===== src/include/emdq_defs.svh =====
// Offsets, field positions, reset values and timing counts for the MAC queue block
`ifndef EMDQ_DEFS_SVH
`define EMDQ_DEFS_SVH

// ==========================================================
// Register byte offsets
`define EMDQ_OFS_RXQ 8'h00
`define EMDQ_OFS_TXQ 8'h04
`define EMDQ_OFS_RXST 8'h08
`define EMDQ_OFS_ISTAT 8'h0C
`define EMDQ_OFS_IEN 8'h10
`define EMDQ_OFS_IDIS 8'h14
`define EMDQ_OFS_IMASK 8'h18

// ==========================================================
// Receive status flag positions
`define EMDQ_RX_MISSING 0
`define EMDQ_RX_FRAME 1
`define EMDQ_RX_OVERRUN 2
`define EMDQ_RXST_W 3

// ==========================================================
// Interrupt status bit positions
`define EMDQ_I_MGMT 0
`define EMDQ_I_RXDONE 1
`define EMDQ_I_RXOWN 2
`define EMDQ_I_TXOWN 3
`define EMDQ_I_TXUND 4
`define EMDQ_I_RETRY 5
`define EMDQ_I_TXEXH 6
`define EMDQ_I_TXDONE 7
`define EMDQ_I_RXOVR 10
`define EMDQ_I_BUSERR 11
`define EMDQ_I_PAUSE 12
`define EMDQ_I_PZERO 13
`define EMDQ_IRQ_W 14
`define EMDQ_IRQ_IMPL 14'h3CFF

// ==========================================================
// Reset values and queue geometry
`define EMDQ_PTR_RST 32'h0000_0000
`define EMDQ_MASK_RST 14'h3CFF
`define EMDQ_IDX_LSB 3
`define EMDQ_IDX_MSB 12
`define EMDQ_BURST_WORDS 2'h2

// ==========================================================
// Pause timing
`define EMDQ_PAUSE_QUANTUM_BITS 512
`define EMDQ_QCNT_W 9

`endif


===== src/include/emdq_pkg.sv =====
// Types shared by the MAC queue and interrupt register block
package emdq_pkg;
  typedef logic [31:0] emdq_word_t;
  typedef logic [13:0] emdq_irq_t;
  typedef logic [2:0] emdq_rxst_t;
endpackage


===== src/verilog/emdq_regs.sv =====
// MAC DMA queue pointers, receive status and interrupt registers on AHB-Lite
// Notes on behaviour
// - RX pointer loaded by software, advances per buffer, wraps at 1024 or wrap bit.
// - TX pointer loaded by software, advances per buffer, wraps at 1024 or wrap bit.
// - TX pointer write only accepted while transmitter inactive.
// - TX pointer read gives first descriptor of current or next frame.
// - DMA moves buffer data in bursts of two words.
// - RX status flags sticky, write one clears, writes never set.
// - Buffer-missing flag set on every failed descriptor fetch.
// - Frame-received flag set when a frame is fully in memory.
// - RX overrun flag set on late grant or bus error; buffer recovered.
// - Status bit 0 on management done; all status bits clear on read.
// - Status bit 1 set when a received frame is stored.
// - Status bits 2 and 3 on RX and TX used-descriptor reads.
// - Status bit 4 on TX underrun causes or new TX pointer write.
// - Status bit 6 when TX buffers run out mid-frame.
// - Status bit 7 on each completed transmit.
// - Status bit 10 whenever RX overrun flag gets set.
// - Status bit 11 on DMA bus error response.
// - Status bit 12 on valid pause frame received.
// - Status bit 13 when pause counter decrements to zero.
// - Enable register write-only; ones unmask sources.
// - Disable register write-only; ones mask sources.
// - Read-only mask view shows masked sources at status positions.
// - Pause counter decrements once every 512 bit times.
//
// The address map and the AHB-Lite slave port are this design's own decisions.
`include "emdq_defs.svh"
`timescale 1ns/1ps
`default_nettype none

module emdq_regs (
  input wire logic core_clk,
  input wire logic reset_n,
  input wire logic clk_en,
  // AHB-Lite slave
  input wire logic hsel,
  input wire logic [7:0] haddr,
  input wire logic [1:0] htrans,
  input wire logic hwrite,
  input wire logic [2:0] hsize,
  input wire logic [31:0] hwdata,
  input wire logic hready,
  output logic hreadyout,
  output logic hresp,
  output logic [31:0] hrdata,
  // DMA and MAC events, one-cycle pulses on core_clk, with tx_active, the wrap bits and pause_time as levels
  input wire logic tx_active,
  input wire logic rx_buf_used,
  input wire logic rx_desc_wrap,
  input wire logic tx_buf_used,
  input wire logic tx_desc_wrap,
  input wire logic mgmt_done_event,
  input wire logic rx_done_event,
  input wire logic rx_owned_desc_event,
  input wire logic tx_owned_desc_event,
  input wire logic tx_underrun_event,
  input wire logic retry_limit_event,
  input wire logic tx_buffers_exhausted_event,
  input wire logic tx_done_event,
  input wire logic rx_overrun_event,
  input wire logic bus_error_event,
  input wire logic pause_received_event,
  input wire logic [15:0] pause_time,
  input wire logic bit_tick,
  // To the DMA engine
  output logic [31:0] rx_desc_addr,
  output logic [31:0] tx_desc_addr,
  output logic [1:0] dma_burst_words,
  output logic pause_active,
  output logic irq
);

  // ==========================================================
  // Helpers
  function automatic emdq_pkg::emdq_word_t ptr_step(
    input emdq_pkg::emdq_word_t cur,
    input emdq_pkg::emdq_word_t base,
    input logic wrap
  );
    emdq_pkg::emdq_word_t nxt;
    nxt = cur;
    if (wrap) begin
      nxt[`EMDQ_IDX_MSB:`EMDQ_IDX_LSB] = base[`EMDQ_IDX_MSB:`EMDQ_IDX_LSB];
    end else begin
      // Index field rolls over by itself after 1024 descriptors
      nxt[`EMDQ_IDX_MSB:`EMDQ_IDX_LSB] = cur[`EMDQ_IDX_MSB:`EMDQ_IDX_LSB] + 10'h001;
    end
    return nxt;
  endfunction

  // ==========================================================
  // Bus address phase capture
  logic wr_pend_q;
  logic [7:0] wr_addr_q;
  logic addr_ok;
  logic rd_take;
  logic wr_take;

  assign addr_ok = hsel && hready && htrans[1];
  assign rd_take = addr_ok && !hwrite;
  assign wr_take = addr_ok && hwrite;

  // Zero wait states, always OKAY
  assign hreadyout = 1'b1;
  assign hresp = 1'b0;

  always_ff @(posedge core_clk) begin
    if (!reset_n) begin
      wr_pend_q <= 1'b0;
      wr_addr_q <= 8'h00;
    end else if (clk_en) begin
      wr_pend_q <= wr_take;
      if (wr_take) begin
        wr_addr_q <= haddr;
      end
    end
  end

  // Data phase write strobes and address phase status read strobe
  wire wr_rxq = wr_pend_q && (wr_addr_q == `EMDQ_OFS_RXQ);
  wire wr_txq = wr_pend_q && (wr_addr_q == `EMDQ_OFS_TXQ);
  wire wr_rxst = wr_pend_q && (wr_addr_q == `EMDQ_OFS_RXST);
  wire wr_ien = wr_pend_q && (wr_addr_q == `EMDQ_OFS_IEN);
  wire wr_idis = wr_pend_q && (wr_addr_q == `EMDQ_OFS_IDIS);
  wire rd_istat = rd_take && (haddr == `EMDQ_OFS_ISTAT);
  // Writes during an active transmit are dropped silently
  wire txq_accept = wr_txq && !tx_active;

  // ==========================================================
  // Receive queue pointer
  emdq_pkg::emdq_word_t rx_base_q;
  emdq_pkg::emdq_word_t rx_cur_q;
  emdq_pkg::emdq_word_t rx_cur_d;
  // Overrun recovers the buffer: no advance that cycle
  wire rx_adv = rx_buf_used && !rx_overrun_event;

  always_comb begin
    rx_cur_d = rx_cur_q;
    if (wr_rxq) begin
      rx_cur_d = hwdata;
    end else if (rx_adv) begin
      rx_cur_d = ptr_step(rx_cur_q, rx_base_q, rx_desc_wrap);
    end
  end

  always_ff @(posedge core_clk) begin
    if (!reset_n) begin
      rx_base_q <= `EMDQ_PTR_RST;
      rx_cur_q <= `EMDQ_PTR_RST;
    end else if (clk_en) begin
      rx_cur_q <= rx_cur_d;
      if (wr_rxq) begin
        rx_base_q <= hwdata;
      end
    end
  end

  // ==========================================================
  // Transmit queue pointer
  emdq_pkg::emdq_word_t tx_base_q;
  emdq_pkg::emdq_word_t tx_cur_q;
  emdq_pkg::emdq_word_t tx_cur_d;
  emdq_pkg::emdq_word_t tx_frame_q;
  emdq_pkg::emdq_word_t tx_frame_d;

  always_comb begin
    tx_cur_d = tx_cur_q;
    tx_frame_d = tx_frame_q;
    if (txq_accept) begin
      tx_cur_d = hwdata;
      tx_frame_d = hwdata;
    end else begin
      if (tx_buf_used) begin
        tx_cur_d = ptr_step(tx_cur_q, tx_base_q, tx_desc_wrap);
      end
      // Frame boundary: the next frame starts where the pointer now stands
      if (tx_done_event) begin
        tx_frame_d = tx_cur_d;
      end
    end
  end

  always_ff @(posedge core_clk) begin
    if (!reset_n) begin
      tx_base_q <= `EMDQ_PTR_RST;
      tx_cur_q <= `EMDQ_PTR_RST;
      tx_frame_q <= `EMDQ_PTR_RST;
    end else if (clk_en) begin
      tx_cur_q <= tx_cur_d;
      tx_frame_q <= tx_frame_d;
      if (txq_accept) begin
        tx_base_q <= hwdata;
      end
    end
  end

  assign rx_desc_addr = rx_cur_q;
  assign tx_desc_addr = tx_cur_q;
  // Bit 2 is not forced low; an odd pointer may still cross 1K
  assign dma_burst_words = `EMDQ_BURST_WORDS;

  // ==========================================================
  // Receive status flags
  emdq_pkg::emdq_rxst_t rxst_q;
  emdq_pkg::emdq_rxst_t rxst_set;
  emdq_pkg::emdq_rxst_t rxst_clr;

  assign rxst_set[`EMDQ_RX_MISSING] = rx_owned_desc_event;
  assign rxst_set[`EMDQ_RX_FRAME] = rx_done_event;
  assign rxst_set[`EMDQ_RX_OVERRUN] = rx_overrun_event;
  assign rxst_clr = wr_rxst ? hwdata[`EMDQ_RXST_W-1:0] : 3'h0;

  always_ff @(posedge core_clk) begin
    if (!reset_n) begin
      rxst_q <= 3'h0;
    end else if (clk_en) begin
      // Set wins over a simultaneous clear
      rxst_q <= (rxst_q & ~rxst_clr) | rxst_set;
    end
  end

  // ==========================================================
  // Pause counter
  logic [15:0] pause_q;
  logic [`EMDQ_QCNT_W-1:0] quantum_q;
  logic pause_zero_q;
  wire quantum_end = bit_tick && (quantum_q == 9'(`EMDQ_PAUSE_QUANTUM_BITS - 1));
  wire pause_dec = quantum_end && (pause_q != 16'h0000);

  always_ff @(posedge core_clk) begin
    if (!reset_n) begin
      pause_q <= 16'h0000;
      quantum_q <= 9'h000;
      pause_zero_q <= 1'b0;
    end else if (clk_en) begin
      pause_zero_q <= pause_dec && (pause_q == 16'h0001);
      if (pause_received_event) begin
        pause_q <= pause_time;
        quantum_q <= 9'h000;
      end else begin
        if (bit_tick && (pause_q != 16'h0000)) begin
          quantum_q <= quantum_q + 9'h001;
        end
        if (pause_dec) begin
          pause_q <= pause_q - 16'h0001;
        end
      end
    end
  end

  assign pause_active = (pause_q != 16'h0000);

  // ==========================================================
  // Interrupt status, mask and output
  emdq_pkg::emdq_irq_t isr_q;
  emdq_pkg::emdq_irq_t imr_q;
  emdq_pkg::emdq_irq_t isr_set;
  emdq_pkg::emdq_irq_t isr_clr;
  emdq_pkg::emdq_irq_t ien_bits;
  emdq_pkg::emdq_irq_t idis_bits;

  always_comb begin
    isr_set = 14'h0000;
    isr_set[`EMDQ_I_MGMT] = mgmt_done_event;
    isr_set[`EMDQ_I_RXDONE] = rx_done_event;
    isr_set[`EMDQ_I_RXOWN] = rx_owned_desc_event;
    isr_set[`EMDQ_I_TXOWN] = tx_owned_desc_event;
    isr_set[`EMDQ_I_TXUND] = tx_underrun_event || txq_accept;
    isr_set[`EMDQ_I_RETRY] = retry_limit_event;
    isr_set[`EMDQ_I_TXEXH] = tx_buffers_exhausted_event;
    isr_set[`EMDQ_I_TXDONE] = tx_done_event;
    isr_set[`EMDQ_I_RXOVR] = rx_overrun_event;
    isr_set[`EMDQ_I_BUSERR] = bus_error_event;
    isr_set[`EMDQ_I_PAUSE] = pause_received_event;
    isr_set[`EMDQ_I_PZERO] = pause_zero_q;
  end

  assign isr_clr = rd_istat ? 14'h3FFF : 14'h0000;
  assign ien_bits = wr_ien ? (hwdata[`EMDQ_IRQ_W-1:0] & `EMDQ_IRQ_IMPL) : 14'h0000;
  assign idis_bits = wr_idis ? (hwdata[`EMDQ_IRQ_W-1:0] & `EMDQ_IRQ_IMPL) : 14'h0000;

  always_ff @(posedge core_clk) begin
    if (!reset_n) begin
      isr_q <= 14'h0000;
      imr_q <= `EMDQ_MASK_RST;
    end else if (clk_en) begin
      isr_q <= (isr_q & ~isr_clr) | isr_set;
      // Zero bits leave the mask alone; disable beats enable
      imr_q <= (imr_q & ~ien_bits) | idis_bits;
    end
  end

  logic irq_q;
  always_ff @(posedge core_clk) begin
    if (!reset_n) begin
      irq_q <= 1'b0;
    end else if (clk_en) begin
      irq_q <= |(isr_q & ~imr_q);
    end
  end
  assign irq = irq_q;

  // ==========================================================
  // Read data, registered at the address phase
  emdq_pkg::emdq_word_t rd_mux;
  assign rd_mux =
    (haddr == `EMDQ_OFS_RXQ) ? rx_cur_q :
    (haddr == `EMDQ_OFS_TXQ) ? tx_frame_q :
    (haddr == `EMDQ_OFS_RXST) ? {29'h0, rxst_q} :
    (haddr == `EMDQ_OFS_ISTAT) ? {18'h0, isr_q} :
    (haddr == `EMDQ_OFS_IMASK) ? {18'h0, imr_q} :
    32'h0000_0000;

  always_ff @(posedge core_clk) begin
    if (!reset_n) begin
      hrdata <= 32'h0000_0000;
    end else if (clk_en && rd_take) begin
      hrdata <= rd_mux;
    end
  end

endmodule
`default_nettype wire


===== config.mk =====
export PLATFORM = sky130hd
export DESIGN_NAME = emdq_regs
export DESIGN_NICKNAME = d
export VERILOG_FILES = /design/src/include/emdq_pkg.sv /design/src/verilog/emdq_regs.sv
export VERILOG_INCLUDE_DIRS = /design/src /design/src/include
export SDC_FILE = /design/constraint.sdc
export NUM_CORES = 1
export LEC_CHECK = 0
export BUFFER_PORTS_ARGS = -buffer_cell sky130_fd_sc_hd__buf_2
export CORE_MARGIN = 3
export CORE_UTILIZATION = 55
export DETAILED_ROUTE_END_ITERATION = 16
export GPL_TIMING_DRIVEN = 0
export PLACE_DENSITY_LB_ADDON = 0.12
export REMOVE_ABC_BUFFERS = 1
export SYNTH_ARGS = -nofsm -noshare
export SYNTH_HDL_FRONTEND = slang
export SYNTH_SLANG_ARGS = --single-unit
export TNS_END_PERCENT = 5

===== constraint.sdc =====
create_clock -name core_clk -period 2.91 [get_ports core_clk]
set_input_delay 0.291 -clock core_clk [delete_from_list [all_inputs] [get_ports core_clk]]
set_output_delay 0.291 -clock core_clk [all_outputs]
set_load 0.02 [all_outputs]

==> results.tsv <==
metric	value	unit
status	finished, final reports clean	
register bit total from synthesis	213	
Commonest cells post-synth	nand2_1 (267), dfxtp_1 (213), a21oi_1 (132)	
global-route wire length before repair	45.4	mm
vias in the first global route	8631	
Final #Nets	1449	
worst-path cell chain	or4b_1, nor4_4, buf_6, nand2_2, o221ai_1, a31oi_1	
Mapped Area	9840	sq um
max-cap check violation count	0	
VDD IR max	0.474	mV
final number of hold-violating endpoints	0	
Clock Pin Slew Worst Setup and Hold Paths	60	ps
sequential share of the synthesized area	43.3	%
synth warn	0	
Worst EP arrival	3190	ps
die height	140	um
Routed WL per cell	17.8	um
crit path time final	2820	ps
Port Buffer Count	177	
number of flops mapped to enable cells by yosys	0	
Synth Flop Type	dfxtp_1	
Mean Syn Cell Area	7.91	sq um
RSZ-0062 raised after global routing	yes	
final wirelength	28.5	mm
Pre-antenna DRT Iters	5	
WP data required	3270	ps
fin crit share	97.0	%
Via density	5.93	
worst-case clock buffer depth	3	
Crit-path slowest cell	or4b_1	
DRT antenna net count	0	
Congestion Overflow GR	0	
Detailed Place HPWL	18.4	mm
Area after DPL	10700	sq um
CTS tree	yes	
final count of pins violating max slew	0	
latest clock arrival within the worst-skew pair	510	ps
htree depth	1	
total track usage	27.9	%
Power Dens Cells	570	nW/um^2
Rows	48	
Synth cell types	67	
Tightest Hold Check Type	input port to register	
CP Max Fanout	33	
Layout Skew	9.16	ps
post-synthesis cell count	1244	
setup TNS	0	ps
Die Span X	140	um
P&R area growth vs syn	17.2	%
Synth area leader	dfxtp_1	
DRC viols	0	
fin area	11500	sq um
initial core utilization	56.5	%
1st-iter DRT viols	727	
critical path's largest stage delay	720	ps
# setup viols final	0	
core box area	17400	sq um
# IOs	186	
count leader, synth	nand2_1	
via count	9490	
CTS Sinks	213	
share of cells above drive strength 1	19.6	%
share of the synthesized area in the top cell type	43.3	%
largest net degree at the start of global routing	98	
initial antenna violation count	1	
slew margin rel.	31.4	%
crit path launch type	register	
RD Place Congestion	0.855	
f_max	0.354	GHz
Leak Pwr	4.48	nW
die area	19500	sq um
Root Buffer	clkbuf_16	
critical path capture point type	register	
Setup Crit Path Kind	register to register	
worst-margin pin slew	1030	ps
TritonCTS buffer count	24	
Post-synth ARST share	0	%
top cells by area, synth	dfxtp_1 (43%), nand2_1 (10%), a21oi_1 (6.7%), nor2_1 (3.9%), clkbuf_1 (2.7%)	
sequential cells by signal, summed over array words and instances, names as in the netlist:
signal	flops
rx_desc_addr	32
imr_q	12
wr_pend_q	1
tx_desc_addr	32
tx_base_q	10
rxst_q	3
quantum_q	9
pause_zero_q	1
wr_addr_q	8
pause_q	16
hrdata	32
rx_base_q	10
tx_frame_q	32
irq	1
isr_q	14
critical path, delay by kind of cell (launching register included):
family	cells	cell delay (ps)
compound gates	2	490
simple gates	3	1620
flops	1	320
buf+inv	1	240
cell families (layout without fill, tap and decap cells):
kind of cell               after synthesis  after routing  synth area share, %
and+or+nand+nor                        484            484                 21.6
AOI/OAI and AO/OA                      357            357                 23.2
DFF                                    213            213                 43.3
buffers and inverters                  131            260                 5.67
muxes                                   38             38                 4.15
xor gates and xnor gates                13             13                 1.16
adders and majority gates                6              6                0.763
other                                    2              5               0.0763
per-layer routing:
metal / share of wire, % / track usage (%)
met1: 43 / 37.9
met2: 47 / 45.5
met3: 7.8 / 5.33
met4: 2.7 / 7.90
met5: 0 / 0
cells in the final DEF (no fill, tap or decap), types with 6 or more instances in the layout:
cell       Yosys  layout
a211oi_1       9       9
a21oi_1      132     132
a221o_1       12      12
a22oi_1       30      30
a311oi_1      24      24
a31oi_1       18      18
buf_2         14     176
buf_6          2       6
clkbuf_1      72       7
clkbuf_16      0      25
dfxtp_1      213     213
ha_1           6       6
inv_1         28      28
mux2_2        22      22
mux2i_1       16      16
nand2_1      267     266
nand2b_1       9       9
nand3_1       15      15
nand4_1        7       7
nor2_1       103     103
nor2b_1       11      11
nor3_1        18      14
nor4_1        10      10
o211ai_1      17      17
o21ai_0       51      50
o22ai_1       16      16
o31ai_1        7       7
or4_1          7       7
xnor2_1       10      10
layout make-up:
class | instances | area (sq um)
Fill cell | 1542 | 5890
Tap cell | 225 | 282
Antenna cell | 1 | 2.50
Inverter | 29 | 114
Timing Repair Buffer | 189 | 1050
Clock buffer | 36 | 707
Multi-Input combinational cell | 902 | 5070
Clock inverter | 6 | 36.3
Sequential cell | 213 | 4260
path summary, 6_finish.rpt:
path | to | slack, ps | depth (start not counted) | start
worst min-delay path | wr_addr_q[5] | 30 | 3 | haddr[5]
worst max-delay path | tx_frame_q[7] | 90 | 6 | wr_addr_q[0]
worst min register to register | tx_base_q[8] | 450 | 2 | tx_base_q[8]
worst max register to register | tx_frame_q[7] | 90 | 6 | wr_addr_q[0]
power breakdown:
part / switching (mW) / internal (mW) / total, mW
clock network: 1.18 / 1.67 / 2.86
logic: 0.413 / 0.239 / 0.652
registers: 0.0699 / 2.99 / 3.06
total: 1.67 / 4.91 / 6.57
per-stage QoR:
step           power [mW]  util, %  hold WS (ps)  worst slack, ps  std cells
6_report             6.57     66.2          25.3             87.6       1601
4_1_cts              6.60     66.0          22.2             2.08       1598
2_1_floorplan        3.48        -           370             -767       1144
3_3_place_gp         3.74     60.7           433            -2540       1546
5_1_grt              6.80     66.2          36.2            -72.1       1601
3_5_place_dp         3.76     61.6           441             -725       1555
what timing repair did:
action	4_1_cts	5_1_grt
hold buffers	0	0
pin swaps	1	2
endpoints found under the setup margin	92	37
buffers inserted	1	2
gates resized for setup	4	3
Power figures use the tool's default switching activity.
